**src/logic/dfz_pkg.sv**
```systemverilog
package dfz_pkg;
	// control port register indexes
	localparam logic [6:0] REG_INDEX_ATTEN_CTRL = 7'h12;
	localparam logic [6:0] REG_INDEX_FORMAT     = 7'h14;
	localparam logic [6:0] REG_INDEX_READBACK   = 7'h15;
	localparam logic [6:0] REG_INDEX_AUTO_FIRST = 7'h01;
	localparam int         ZERO_MUTE_BIT        = 4;
	localparam logic [7:0] ATTEN_CTRL_RESET     = 8'h00;
	localparam logic [7:0] FORMAT_RESET         = 8'h00;
	localparam logic [7:0] READBACK_RESET       = 8'h81 & 8'h7f;
	localparam logic [7:0] UNMAPPED_READ        = 8'h00;
	// control word layout
	localparam int         CTL_WORD_BITS        = 16;
	localparam int         CTL_HEADER_BITS      = 8;
	localparam int         CTL_RW_BIT           = 15;
	// audio word formats
	localparam logic [2:0] FORMAT_RJ24          = 3'h0;
	localparam logic [2:0] FORMAT_RJ20          = 3'h1;
	localparam logic [2:0] FORMAT_RJ18          = 3'h2;
	localparam logic [2:0] FORMAT_RJ16          = 3'h3;
	localparam logic [2:0] FORMAT_I2S           = 3'h4;
	localparam logic [2:0] FORMAT_RJ_ANY        = 3'h5;
	localparam logic [1:0] ROLLOFF_SHARP        = 2'h0;
	localparam logic [1:0] ROLLOFF_SLOW1        = 2'h1;
	localparam logic [1:0] ROLLOFF_SLOW2        = 2'h2;
	localparam logic       INTERP_8X            = 1'b0;
	localparam logic       INTERP_4X            = 1'b1;
	localparam int         SAMPLE_BITS          = 24;
	localparam int         I2S_FIRST_POS        = 1;
	localparam int         ZERO_RUN_PERIODS     = 1024;

	typedef struct packed {
		logic       interp_rate_select;
		logic [1:0] filter_rolloff_select;
		logic       clock_out_halve;
		logic       clock_out_disable;
		logic [2:0] audio_word_format;
	} dfz_format_s;

	typedef struct packed {
		logic       auto_step;
		logic [6:0] target_index;
	} dfz_readback_s;

	typedef struct packed {
		logic        valid;
		logic        right;
		logic [23:0] data;
	} dfz_sample_s;

	typedef struct packed {
		logic ctl_latch_n;
		logic ctl_clk;
		logic ctl_data;
		logic bit_clk;
		logic word_clock;
		logic audio_data;
		logic sys_clk_in;
	} dfz_pins_s;
endpackage

```
**src/logic/dfz_converter_ctrl.sv**
```systemverilog
// What this block does
// - three-bit code picks the serial word format
// - clock-out pin driven at 0, floated at 1
// - clock-out full rate at 0, half at 1
// - two-bit field picks sharp or slow roll-off
// - interpolation 8x at 0, 4x at 1
// - word top bit: 0 write, 1 read
// - bits 14-8 index, bits 7-0 data
// - readback bit 7 auto-step, bits 6-0 target
// - auto-step 1 gives auto-increment reads
// - single read returns target register, reset 01h
// - auto-increment read ends at target index
// - zero after 1024 all-zero word periods per channel
// - zero condition drives channel zero flag high
// - mute enabled and zero forces bipolar zero
// - zero-detect mute disabled after reset
// - mute enable never affects zero flags
// - mute enable lives in attenuator control register
`timescale 1ns/1ns
module dfz_converter_ctrl (
	input  wire logic                 i_sys_clk,
	input  wire logic                 i_reset_n,
	input  wire logic                 i_clk_en,
	input  wire logic                 i_ctl_latch_n,
	input  wire logic                 i_ctl_clk,
	input  wire logic                 i_ctl_data,
	input  wire logic                 i_bit_clk,
	input  wire logic                 i_word_clock,
	input  wire logic                 i_audio_data,
	input  wire logic                 i_sys_clk_in,
	output logic                      o_ctl_data_out,
	output logic                      o_ctl_data_out_oe,
	output logic                      o_system_clock_output,
	output logic                      o_system_clock_output_oe,
	output logic [1:0]                o_filter_rolloff_select,
	output logic                      o_interp_rate_select,
	output dfz_pkg::dfz_sample_s      o_sample,
	output logic                      o_left_zero_flag,
	output logic                      o_right_zero_flag
);
	import dfz_pkg::*;

	typedef enum logic [1:0] {CP_IDLE, CP_HEADER, CP_WRITE, CP_READ} dfz_cp_e;

	function automatic logic [7:0] read_reg(input logic [6:0] idx, input dfz_format_s fmt,
		input dfz_readback_s rb, input logic mute_en);
		logic [7:0] v;
		v = UNMAPPED_READ;
		case (idx)
			REG_INDEX_ATTEN_CTRL: v[ZERO_MUTE_BIT] = mute_en;
			REG_INDEX_FORMAT:     v = fmt;
			REG_INDEX_READBACK:   v = rb;
			default:              v = UNMAPPED_READ;
		endcase
		return v;
	endfunction

	function automatic logic [23:0] align_sample(input logic [2:0] f, input logic [31:0] sr,
		input logic [23:0] i2s);
		logic [23:0] v;
		v = sr[23:0];
		case (f)
			FORMAT_RJ20: v = {sr[19:0], 4'h0};
			FORMAT_RJ18: v = {sr[17:0], 6'h00};
			FORMAT_RJ16: v = {sr[15:0], 8'h00};
			FORMAT_I2S:  v = i2s;
			default:     v = sr[23:0];
		endcase
		return v;
	endfunction

	// pin synchronisers; stage three feeds edge detection and the word clock channel select
	dfz_pins_s pin_s1_q, pin_s2_q, pin_s3_q;
	dfz_pins_s pin_now;
	localparam dfz_pins_s PIN_RESET = '{ctl_latch_n: 1'b1, default: 1'b0};
	always_ff @(posedge i_sys_clk or negedge i_reset_n)
	begin
		if (!i_reset_n)
		begin
			pin_s1_q <= PIN_RESET;
			pin_s2_q <= PIN_RESET;
			pin_s3_q <= PIN_RESET;
		end
		else if (i_clk_en)
		begin
			pin_s1_q <= pin_now;
			pin_s2_q <= pin_s1_q;
			pin_s3_q <= pin_s2_q;
		end
	end

	assign pin_now = '{i_ctl_latch_n, i_ctl_clk, i_ctl_data, i_bit_clk, i_word_clock,
		i_audio_data, i_sys_clk_in};
	wire ctl_clk_rise = pin_s2_q.ctl_clk & ~pin_s3_q.ctl_clk;
	wire bit_clk_rise = pin_s2_q.bit_clk & ~pin_s3_q.bit_clk;
	wire word_edge    = pin_s2_q.word_clock ^ pin_s3_q.word_clock;
	wire sclk_rise    = pin_s2_q.sys_clk_in & ~pin_s3_q.sys_clk_in;

	// control port and register file
	dfz_cp_e       cp_q, cp_d;
	logic [15:0]   cmd_q, cmd_d;
	logic [3:0]    hdr_cnt_q, hdr_cnt_d;
	logic [2:0]    bit_cnt_q, bit_cnt_d;
	logic [7:0]    out_sr_q, out_sr_d;
	logic [6:0]    rd_idx_q, rd_idx_d;
	logic          dout_oe_q, dout_oe_d;
	dfz_format_s   fmt_q, fmt_d;
	dfz_readback_s rb_q, rb_d;
	logic          mute_en_q, mute_en_d;
	logic [15:0]   cmd_next;

	always_comb
	begin
		cp_d      = cp_q;
		cmd_d     = cmd_q;
		hdr_cnt_d = hdr_cnt_q;
		bit_cnt_d = bit_cnt_q;
		out_sr_d  = out_sr_q;
		rd_idx_d  = rd_idx_q;
		dout_oe_d = dout_oe_q;
		fmt_d     = fmt_q;
		rb_d      = rb_q;
		mute_en_d = mute_en_q;
		cmd_next  = {cmd_q[14:0], pin_s2_q.ctl_data};
		if (pin_s2_q.ctl_latch_n)
		begin
			// latch high ends any frame; a partial word is dropped
			cp_d      = CP_IDLE;
			dout_oe_d = 1'b0;
		end
		else
		begin
			case (cp_q)
				CP_IDLE:
				begin
					cp_d      = CP_HEADER;
					hdr_cnt_d = '0;
					bit_cnt_d = '0;
				end
				CP_HEADER:
				begin
					if (ctl_clk_rise)
					begin
						cmd_d     = cmd_next;
						hdr_cnt_d = hdr_cnt_q + 4'h1;
						if (hdr_cnt_q == 4'(CTL_HEADER_BITS - 1))
						begin
							if (cmd_next[CTL_HEADER_BITS - 1])
							begin
								// single read uses the target, auto read starts at one
								rd_idx_d  = rb_q.auto_step ? REG_INDEX_AUTO_FIRST
									: rb_q.target_index;
								out_sr_d  = read_reg(rb_q.auto_step ? REG_INDEX_AUTO_FIRST
									: rb_q.target_index, fmt_q, rb_q, mute_en_q);
								dout_oe_d = 1'b1;
								cp_d      = CP_READ;
							end
							else
								cp_d = CP_WRITE;
						end
					end
				end
				CP_WRITE:
				begin
					if (ctl_clk_rise)
					begin
						cmd_d     = cmd_next;
						bit_cnt_d = bit_cnt_q + 3'h1;
						if (bit_cnt_q == 3'h7)
						begin
							case (cmd_next[14:8])
								REG_INDEX_ATTEN_CTRL: mute_en_d = cmd_next[ZERO_MUTE_BIT];
								REG_INDEX_FORMAT:     fmt_d = cmd_next[7:0];
								REG_INDEX_READBACK:   rb_d = cmd_next[7:0];
								default:              ;
							endcase
							// one word per frame; later bits are ignored
							cp_d = CP_READ;
						end
					end
				end
				CP_READ:
				begin
					if (ctl_clk_rise && dout_oe_q)
					begin
						out_sr_d  = {out_sr_q[6:0], 1'b0};
						bit_cnt_d = bit_cnt_q + 3'h1;
						if (bit_cnt_q == 3'h7)
						begin
							if (rb_q.auto_step && rd_idx_q < rb_q.target_index)
							begin
								rd_idx_d = rd_idx_q + 7'h1;
								out_sr_d = read_reg(rd_idx_q + 7'h1, fmt_q, rb_q, mute_en_q);
							end
							else
								dout_oe_d = 1'b0;
						end
					end
				end
				default: cp_d = CP_IDLE;
			endcase
		end
	end
	always_ff @(posedge i_sys_clk or negedge i_reset_n)
	begin
		if (!i_reset_n)
		begin
			cp_q      <= CP_IDLE;
			cmd_q     <= '0;
			hdr_cnt_q <= '0;
			bit_cnt_q <= '0;
			out_sr_q  <= '0;
			rd_idx_q  <= '0;
			dout_oe_q <= 1'b0;
			fmt_q     <= FORMAT_RESET;
			rb_q      <= READBACK_RESET;
			mute_en_q <= ATTEN_CTRL_RESET[ZERO_MUTE_BIT];
		end
		else if (i_clk_en)
		begin
			cp_q      <= cp_d;
			cmd_q     <= cmd_d;
			hdr_cnt_q <= hdr_cnt_d;
			bit_cnt_q <= bit_cnt_d;
			out_sr_q  <= out_sr_d;
			rd_idx_q  <= rd_idx_d;
			dout_oe_q <= dout_oe_d;
			fmt_q     <= fmt_d;
			rb_q      <= rb_d;
			mute_en_q <= mute_en_d;
		end
	end

	// serial audio capture and zero detection
	logic [31:0]  shift_q, shift_d;
	logic [23:0]  i2s_q, i2s_d;
	logic [5:0]   pos_q, pos_d;
	dfz_format_s  act_q, act_d;
	dfz_sample_s  smp_q, smp_d;
	logic [10:0]  run_q [2];
	logic [10:0]  run_d [2];
	logic [1:0]   zero_q, zero_d;
	logic [23:0]  word_val;
	logic         ch;
	// clock output; input clock must stay below half the system clock
	logic         clk_out_q, clk_out_d;
	logic         clk_half_q, clk_half_d;
	logic         clk_oe_q, clk_oe_d;

	always_comb
	begin
		shift_d  = shift_q;
		i2s_d    = i2s_q;
		pos_d    = pos_q;
		act_d    = act_q;
		run_d    = run_q;
		zero_d   = zero_q;
		smp_d    = smp_q;
		smp_d.valid = 1'b0;
		word_val = align_sample(act_q.audio_word_format, shift_q, i2s_q);
		// left is word clock high, except i2s where it is low
		ch = (act_q.audio_word_format == FORMAT_I2S) ? pin_s3_q.word_clock
			: ~pin_s3_q.word_clock;
		if (word_edge)
		begin
			if (word_val != '0)
			begin
				run_d[ch]  = '0;
				zero_d[ch] = 1'b0;
			end
			else if (run_q[ch] != 11'(ZERO_RUN_PERIODS))
			begin
				run_d[ch]  = run_q[ch] + 11'h1;
				zero_d[ch] = (run_q[ch] + 11'h1) == 11'(ZERO_RUN_PERIODS);
			end
			smp_d.valid = 1'b1;
			smp_d.right = ch;
			// mute follows the freshly updated flag, no extra period
			smp_d.data  = (mute_en_q && zero_d[ch]) ? '0 : word_val;
			act_d       = fmt_q;
			pos_d       = '0;
			i2s_d       = '0;
		end
		if (bit_clk_rise)
		begin
			shift_d = {shift_d[30:0], pin_s2_q.audio_data};
			if (pos_d >= 6'(I2S_FIRST_POS) && pos_d < 6'(I2S_FIRST_POS + SAMPLE_BITS))
				i2s_d = {i2s_d[22:0], pin_s2_q.audio_data};
			if (pos_d != 6'h3f)
				pos_d = pos_d + 6'h1;
		end
		clk_half_d = sclk_rise ? ~clk_half_q : clk_half_q;
		clk_out_d  = fmt_q.clock_out_halve ? clk_half_q : pin_s2_q.sys_clk_in;
		clk_oe_d   = ~fmt_q.clock_out_disable;
	end
	always_ff @(posedge i_sys_clk or negedge i_reset_n)
	begin
		if (!i_reset_n)
		begin
			shift_q <= '0;
			i2s_q   <= '0;
			pos_q   <= '0;
			act_q   <= FORMAT_RESET;
			smp_q   <= '0;
			run_q   <= '{default: '0};
			zero_q  <= '0;
			clk_out_q  <= 1'b0;
			clk_half_q <= 1'b0;
			clk_oe_q   <= 1'b0;
		end
		else if (i_clk_en)
		begin
			shift_q <= shift_d;
			i2s_q   <= i2s_d;
			pos_q   <= pos_d;
			act_q   <= act_d;
			smp_q   <= smp_d;
			run_q   <= run_d;
			zero_q  <= zero_d;
			clk_out_q  <= clk_out_d;
			clk_half_q <= clk_half_d;
			clk_oe_q   <= clk_oe_d;
		end
	end

	assign o_ctl_data_out           = out_sr_q[7];
	assign o_ctl_data_out_oe        = dout_oe_q;
	assign o_system_clock_output    = clk_out_q;
	assign o_system_clock_output_oe = clk_oe_q;
	assign o_filter_rolloff_select  = act_q.filter_rolloff_select;
	assign o_interp_rate_select     = act_q.interp_rate_select;
	assign o_sample                 = smp_q;
	assign o_left_zero_flag         = zero_q[0];
	assign o_right_zero_flag        = zero_q[1];
endmodule // dfz_converter_ctrl

```
**config.mk**
```make
export PLATFORM = sky130hd
export DESIGN_NAME = dfz_converter_ctrl
export DESIGN_NICKNAME = d
export VERILOG_FILES = /design/src/logic/dfz_pkg.sv /design/src/logic/dfz_converter_ctrl.sv
export SDC_FILE = /design/constraint.sdc
export NUM_CORES = 1
export LEC_CHECK = 0
export BUFFER_PORTS_ARGS = -buffer_cell sky130_fd_sc_hd__buf_2
export CAP_MARGIN = 20
export CORE_ASPECT_RATIO = 0.9
export CORE_MARGIN = 3
export CORE_UTILIZATION = 60
export CTS_BUF_LIST = sky130_fd_sc_hd__clkbuf_8
export CTS_CLUSTER_SIZE = 14
export DETAILED_ROUTE_END_ITERATION = 10
export HOLD_SLACK_MARGIN = 0.05
export PLACE_DENSITY_LB_ADDON = 0.05
export SYNTH_ARGS = -nofsm -noshare
export SYNTH_HDL_FRONTEND = slang
export SYNTH_SLANG_ARGS = --single-unit
```
**constraint.sdc**
```tcl
create_clock -name i_sys_clk -period 4.09 [get_ports i_sys_clk]
set_clock_uncertainty 0.1 [all_clocks]
set_input_delay 0 -clock i_sys_clk [delete_from_list [all_inputs] [get_ports i_sys_clk]]
set_output_delay 0 -clock i_sys_clk [all_outputs]
set_load 0.05 [all_outputs]
```
==> summary.md, run 1 <==
| Metric | Value |
|---|---|
| Initial antenna violation count | `0` |
| Setup TNS | `0 ns` |
| Detailed Place HPWL | `16300 µm` |
| CTS max path bufs | `2` |
| Syn Nets | `1038` |
| Clock Sinks | `187` |
| Pins Over Slew Limit | `0` |
| Synth Flop Type | `dfrtp_1` |
| Worst Hold Class | `input pin to asynchronous set/reset pin` |
| Power Density | `457 nW/µm²` |
| Crit-path slowest cell | `xnor2_1` |
| Post-synthesis cell area | `10300 µm²` |
| Mean post-synth cell area | `10.2 µm²` |
| Avg WL per Cell | `18.7 µm` |
| Unrepaired setup endpoints after global routing | `false` |
| Final number of setup-violating endpoints | `0` |
| Int Power | `0.00333 W` |
| Arrival time worst endpoint | `3.73 ns` |
| Sequential share of power | `47.6%` |
| Post-synth EDFFs | `0` |
| Core Rows | `44` |
| Clock share of power | `27.0%` |
| DRT Pass-1 Iters | `5` |
| Layout cells sized above 1 | `19.3%` |
| Largest net degree at the start of global routing | `109` |
| Leading area contributor after synthesis | `dfrtp_1` |
| Worst setup SP type | `flip-flop` |
| Peak supply drop | `0.308 mV` |
| Global Route Usage Sum | `25.6%` |
| RR Startpoint | `pin_s3_q[2]` |
| Final GP Congestion | `0.946` |
| Fin crit period | `3.47 ns` |
| IO Port Bufs | `44` |
| Total of fill cells in the finished design | `1269` |
| CP required | `4.35 ns` |
| Worst hold slack | `0.0538 ns` |
| Clock Latency Late Sink | `0.48 ns` |
| DRT antenna net count | `0` |
| Vias in the first global route | `7125` |
| Switching part of the total power | `34.6%` |
| Dpl cells | `1200` |
| CP peak stage delay | `0.77 ns` |
| Least-Margin Pin Slew | `0.908 ns` |
| First-pass GRT wire length | `37800 µm` |
| Antenna cells | `0` |
| Area growth, synth to finish | `8.33%` |
| Via/cell ratio | `6.30` |
| Core Region | `16500 µm²` |
| Die W | `144 µm` |
| Most Frequent Cell on Critical Path | `and3_1` |
| Die area | `18800 µm²` |
| Synth top area share | `44.7%` |
| Relative slew margins | `38.9%` |
| Fin. Hold Viols | `0` |
| H-tree Lvls | `4` |
| Crit Path Class | `flip-flop to flip-flop` |
| Nets | `1055` |
| Yosys cell types | `76` |
| Ys async rst share | `100%` |
| Total wire length | `23300 µm` |
| FMAX | `0.288 GHz` |
| Number of remaining DRC errors | `0` |
| R2R cell count | `8` |
| Combinational share of power | `25.4%` |
| DRT iter0 DRCs | `733` |
| Synthesis Warnings | `0` |
| Non-Filler Instances | `1242` |
| Clock slew at reported path FFs | `0.09 ns` |
| CTS tree | `done` |
| Number of synthesized register bits | `187` |
| Net Sw Power | `0.00176 W` |
| Sequential area share after synthesis | `45.5%` |
| Period Utilization, post-route | `84.8%` |
| CTS root buffer | `clkbuf_8` |
| Vias | `7821` |
| Gate Count Post-Synth | `1005` |
| Critical path endpoint category | `flip-flop` |
| Setup bufs post-CTS | `0` |
| Die H | `130 µm` |
| Clock buffer count from CTS | `17` |
| Total of max-cap violations | `0` |
| CP cell instances | `xnor2_1 -> nand2_1 -> ha_1 -> a21oi_1 -> o21ai_0 -> and3_1 -> and3_1 -> a22o_1` |
| Overflow after GRT | `0` |
| R2r setup slk | `0.62 ns` |
| Status | `finished, final reports clean` |
| Starting Density | `62.6%` |
| Crit path max fanout | `23` |
| Pwr Total | `0.00509 W` |
| Most area-consuming cells after synthesis | `dfrtp_1, mux2_2, mux2i_1` |
| Boundary Pins | `45` |
| Worst r2r dst | `i2s_q[11]` |
| Leakage | `5.04 nW` |
registers in the layout, indices dropped and copies added (netlist names), 6 cells and up:
register / count
cmd_q: 14
pos_q: 6
o_sample: 26
rd_idx_q: 7
shift_q: 24
pin_s2_q: 6
out_sr_q: 8
run_q: 22
rb_q: 8
i2s_q: 24
fmt_q: 8
pin_s1_q: 7
how the worst max path moves through the flow:
stage / endpoint / depth (start not counted) / from / slack (ns)
floorplan: zero_q[0] / 17 / act_q[0] / 0.54
global placement: run_q[2] / 8 / act_q[0] / 0.78
detailed placement: i2s_q[11] / 8 / pin_s3_q[2] / 0.67
CTS: i2s_q[18] / 8 / pin_s3_q[2] / 0.66
global route: i2s_q[8] / 8 / pin_s3_q[2] / 0.31
finish: i2s_q[11] / 8 / pin_s3_q[2] / 0.62
cell families (layout without fill, tap and decap cells):
kind of cell,Yosys count,after routing,synth area share [%]
compound gates,260,260,16.9
xor+xnor,15,15,1.28
fa+ha+maj,23,23,2.79
buf+inv,105,135,4.58
flops,187,187,45.5
mux,129,129,13.9
simple gates,286,286,15.0
stage by stage:
step           util [%]  area [µm²]  worst slack (ns)
2_1_floorplan         -       10300             0.541
3_3_place_gp       64.4       10600             0.780
3_5_place_dp       64.4       10600             0.672
4_1_cts            67.8       11200             0.660
5_1_grt            67.8       11200             0.310
6_report           67.8       11200             0.621
what timing repair did:
action	CTS	global route
gates resized for setup	0	0
hold endpoints to repair	121	0
hold buffers	10	0
power groups by stage:
stage               clock network [W]  registers, W  logic [W]
floorplan                           0       0.00252   0.000844
global placement                    0       0.00245    0.00125
detailed placement                  0       0.00245    0.00128
CTS                           0.00140       0.00242    0.00130
global route                  0.00148       0.00247    0.00144
finish                        0.00137       0.00243    0.00129
synth_stat cells, drive strengths merged, types with 4 or more instances:
| library cell | count |
|---|---|
| o211a | 5 |
| nor3b | 6 |
| inv | 32 |
| nor4bb | 4 |
| clkbuf | 45 |
| nand3b | 10 |
| o211ai | 8 |
| mux2i | 40 |
| nor4b | 5 |
| o21a | 4 |
| and3 | 7 |
| o21ai | 81 |
| a21oi | 32 |
| a211oi | 13 |
| a22oi | 6 |
| or3 | 7 |
| o22ai | 17 |
| and4 | 8 |
| mux2 | 86 |
| a31oi | 10 |
| nand4b | 6 |
| ha | 23 |
| xor2 | 4 |
| a21boi | 6 |
| nor4 | 5 |
| nor2b | 20 |
| a32o | 4 |
| nand3 | 26 |
| nor2 | 43 |
| nand4 | 8 |
| nor3 | 14 |
| a21o | 9 |
| nand2 | 93 |
| a22o | 33 |
| buf | 28 |
| a221oi | 7 |
| xnor2 | 11 |
| nand2b | 11 |
| dfrtp | 184 |
critical path: cells and delay by family (launching register included):
kind,cells,cell delay [ns]
AND/OR/NAND/NOR,3,0.99
XOR/XNOR,1,0.77
flip-flops,1,0.65
AO/OA/AOI/OAI,3,0.57
adder cells (fa/ha/maj),1,0.29
final cells by class:
cell class                 count  area (µm²)  area share (%)
clock inverter                13         188            1.68
tap                          207         259            2.32
timing repair buffer          71         489            4.38
multi-input combinational    713        5150            46.2
clock buffer                  19         262            2.34
inverter                      32         120            1.08
sequential                   187        4690            42.0
layout by cell type (no fill, tap or decap), types with 8 or more instances in the layout:
cell	n
a22o_1	33
o211ai_1	8
a31oi_1	10
nand3_1	26
nor2_1	43
inv_1	32
o21ai_0	65
mux2_2	85
a211oi_1	12
nand2_1	92
nor2b_1	20
a21o_1	9
nand4_1	8
nand3b_1	9
o21ai_1	16
nand2b_1	11
and4_1	8
dfrtp_1	182
xnor2_1	10
o22ai_1	17
buf_4	14
ha_1	23
nor3_1	13
buf_2	43
a21oi_1	32
clkbuf_8	20
mux2i_1	40
dlygate4sd3_1	10
metal layers:
metal	share of wire, %	GRT usage (%)
met1	49	39.3
met2	44	37.7
met3	5.3	4.95
met4	1.2	6.04
met5	0	0
No activity file was read; power rests on OpenSTA's default activity.
==> run 2: changes to the inputs <==
- CORE_UTILIZATION: 60 -> 58
- clock period: 4.09 -> 2.9 ns (I/O delays scaled with it)
==> run 2 against run 1 <==
Effect of this change: the flow now finishes with violations (negative setup slack); via count increased by 2.0%; clock power is 40% higher; design area is 3.5% higher; global-route usage fell by 0.44 points; first-iteration DRC count grew 1.5%; sequential cell count stayed put; sequential power rose by 40%; critical endpoint is now zero_q[0]; largest cell class unchanged.
==> summary.md, run 2 (synthesis gave the netlist of run 1 again) <==
| Metric | Value |
|---|---|
| Status | `complete, but fails checks` |
| Failing checks | `negative setup slack` |
| Clock buffer count from CTS | `17` |
| Crit-path slowest cell | `dfrtp_1` |
| Power Density | `629 nW/µm²` |
| Area growth, synth to finish | `12.1%` |
| Number of remaining DRC errors | `0` |
| FMAX | `0.341 GHz` |
| Total of max-cap violations | `0` |
| Initial antenna violation count | `0` |
| CTS tree | `done` |
| Placed inst area | `10900 µm²` |
| Core Rows | `45` |
| CTS root buffer | `clkbuf_8` |
| Unrepaired setup endpoints after global routing | `true` |
| Met2 Routed Length | `10900 µm` |
| Top Layer Used | `met4` |
| IO Port Bufs | `44` |
| First-pass GRT wire length | `39500 µm` |
| CP cell instances | `nor3b_4 -> xnor2_4 -> a21o_1 -> ha_4 -> buf_4 -> nand4_1 -> mux2i_2 -> nor2_4 -> or3_4 -> a21boi_2 -> nand4b_1 -> o22ai_1` |
| Avg WL per Cell | `18.4 µm` |
| Largest register FFs | `26` |
| Pins Over Slew Limit | `0` |
| Fin crit period | `2.93 ns` |
| Bufs and invs on worst path | `1` |
| Die H | `132 µm` |
| Worst Slack Setup Final | `-0.0309 ns` |
| Leakage | `5.22 nW` |
| Worst hold slack | `0.0493 ns` |
| Most frequent cells in the layout | `dfrtp_1, nand2_1, mux2_2` |
| Peak supply drop | `0.464 mV` |
| Least-Margin Pin Slew | `0.715 ns` |
| Clock Sinks | `187` |
| Layout Utilization | `67.5%` |
| Pwr Total | `0.00726 W` |
| Clock slew at reported path FFs | `0.11 ns` |
| Antenna cells | `0` |
| Nets | `1087` |
| CP peak stage delay | `0.44 ns` |
| Via/cell ratio | `6.13` |
| Worst Hold Class | `input pin to asynchronous set/reset pin` |
| Detailed Place HPWL | `16500 µm` |
| DRT iter0 DRCs | `744` |
| Fin. Hold Viols | `0` |
| Total wire length | `24000 µm` |
| Vias in the first global route | `7476` |
| Crit Path Class | `flip-flop to flip-flop` |
| Worst setup SP type | `flip-flop` |
| Die W | `146 µm` |
| Starting Density | `60.2%` |
| Vias | `7977` |
| Boundary Pins | `45` |
| M1 WL | `11400 µm` |
| Core Region | `17100 µm²` |
| Relative slew margins | `52.3%` |
| DRT Pass-1 Iters | `5` |
| DRT antenna net count | `0` |
| Layout cells sized above 1 | `23.0%` |
| Total of fill cells in the finished design | `1370` |
| Final GP Congestion | `0.919` |
| Largest net degree at the start of global routing | `90` |
| Crit path max fanout | `6` |
| Die area | `19400 µm²` |
| Global Route Usage Sum | `25.1%` |
| Critical path endpoint category | `flip-flop` |
| CP delay by family, top | `simple AND/OR/NAND/NOR gates` |
| Commonest non-fill, non-tap cell in the layout | `dfrtp_1` |
| CP required | `3.21 ns` |
| Period Utilization, post-route | `101%` |
| Final number of setup-violating endpoints | `2` |
| Arrival time worst endpoint | `3.24 ns` |
| CTS max path bufs | `2` |
| Overflow after GRT | `0` |
| Clock Latency Late Sink | `0.48 ns` |
| Fin area | `11500 µm²` |
| Routed length on met3 | `1220 µm` |
| H-tree Lvls | `4` |
-- run 2: changes by cell type in the layout (fill, tap and decap cells not counted), moves of 2 or more --
cell / before / now
clkinv_4: 3 / 1
mux2i_1: 40 / 37
clkinv_2: 3 / 0
buf_4: 14 / 43
buf_12: 2 / 4
mux2i_2: 0 / 3
clkinvlp_4: 0 / 3
clkbuf_8: 20 / 18
inv_6: 3 / 5
nor2_1: 43 / 41
xnor2_1: 10 / 8
inv_8: 0 / 2
-- run 2: layout make-up --
type	count	area, µm²	share of cell area [%]
multi-input cells	713	5260	45.5
flip-flops and latches	187	4680	40.6
repair buffers	103	757	6.55
well taps	235	294	2.55
clock buffers	17	234	2.03
clock inverters	15	204	1.77
inverters	32	120	1.04
-- run 2: layer usage --
| metal | up-vias | GRT usage, % |
|---|---|---|
| met4 | 0 | 7.05 |
| met5 | - | 0 |
| met2 | 223 | 37.6 |
| met1 | 3937 | 37.5 |
| met3 | 38 | 5.00 |
| li1 | 3779 | - |
-- run 2: power breakdown --
part           internal, W  switching [W]
logic             0.000807        0.00113
clock network     0.000885        0.00103
registers          0.00297       0.000439
total              0.00466        0.00261
-- run 2: what timing repair did --
action,4_1_cts,5_1_grt
hold buffers,11,0
hold endpoints to repair,197,0
buffers inserted,0,9
endpoints found under the setup margin,0,47
gates resized for setup,0,21
-- run 2: worst register-to-register path: stages (launching register included) --
cell and delay, ns:
dfrtp_1 0.44, nor3b_4 0.29, xnor2_4 0.19, a21o_1 0.25, ha_4 0.19, buf_4 0.14, nand4_1 0.11, mux2i_2 0.30
nor2_4 0.09, or3_4 0.35, a21boi_2 0.16, nand4b_1 0.13, o22ai_1 0.14
-- run 2: stage by stage --
| stage | instances | setup TNS, ns | worst slack [ns] |
|---|---|---|---|
| global route | 1302 | -1.19 | -0.207 |
| global placement | 1250 | 0 | 0.0915 |
| finish | 1302 | -0.0504 | -0.0309 |
| detailed placement | 1250 | 0 | 0.0224 |
| floorplan | 1005 | -1.99 | -0.508 |
| CTS | 1293 | 0 | 0.00234 |
-- run 2: final timing paths --
path	end	from	cells after the start	slack, ns
max	zero_q[0]	act_q[1]	12	-0.03
max in group asynchronous	rb_q[0]	i_reset_n	3	1.86
min	i2s_q[16]	i_reset_n	2	0.05
max reg2reg	zero_q[0]	act_q[1]	12	-0.03
min in group i_sys_clk	pin_s1_q[3]	i_bit_clk	3	0.18
min reg2reg	clk_half_q	clk_half_q	1	0.38
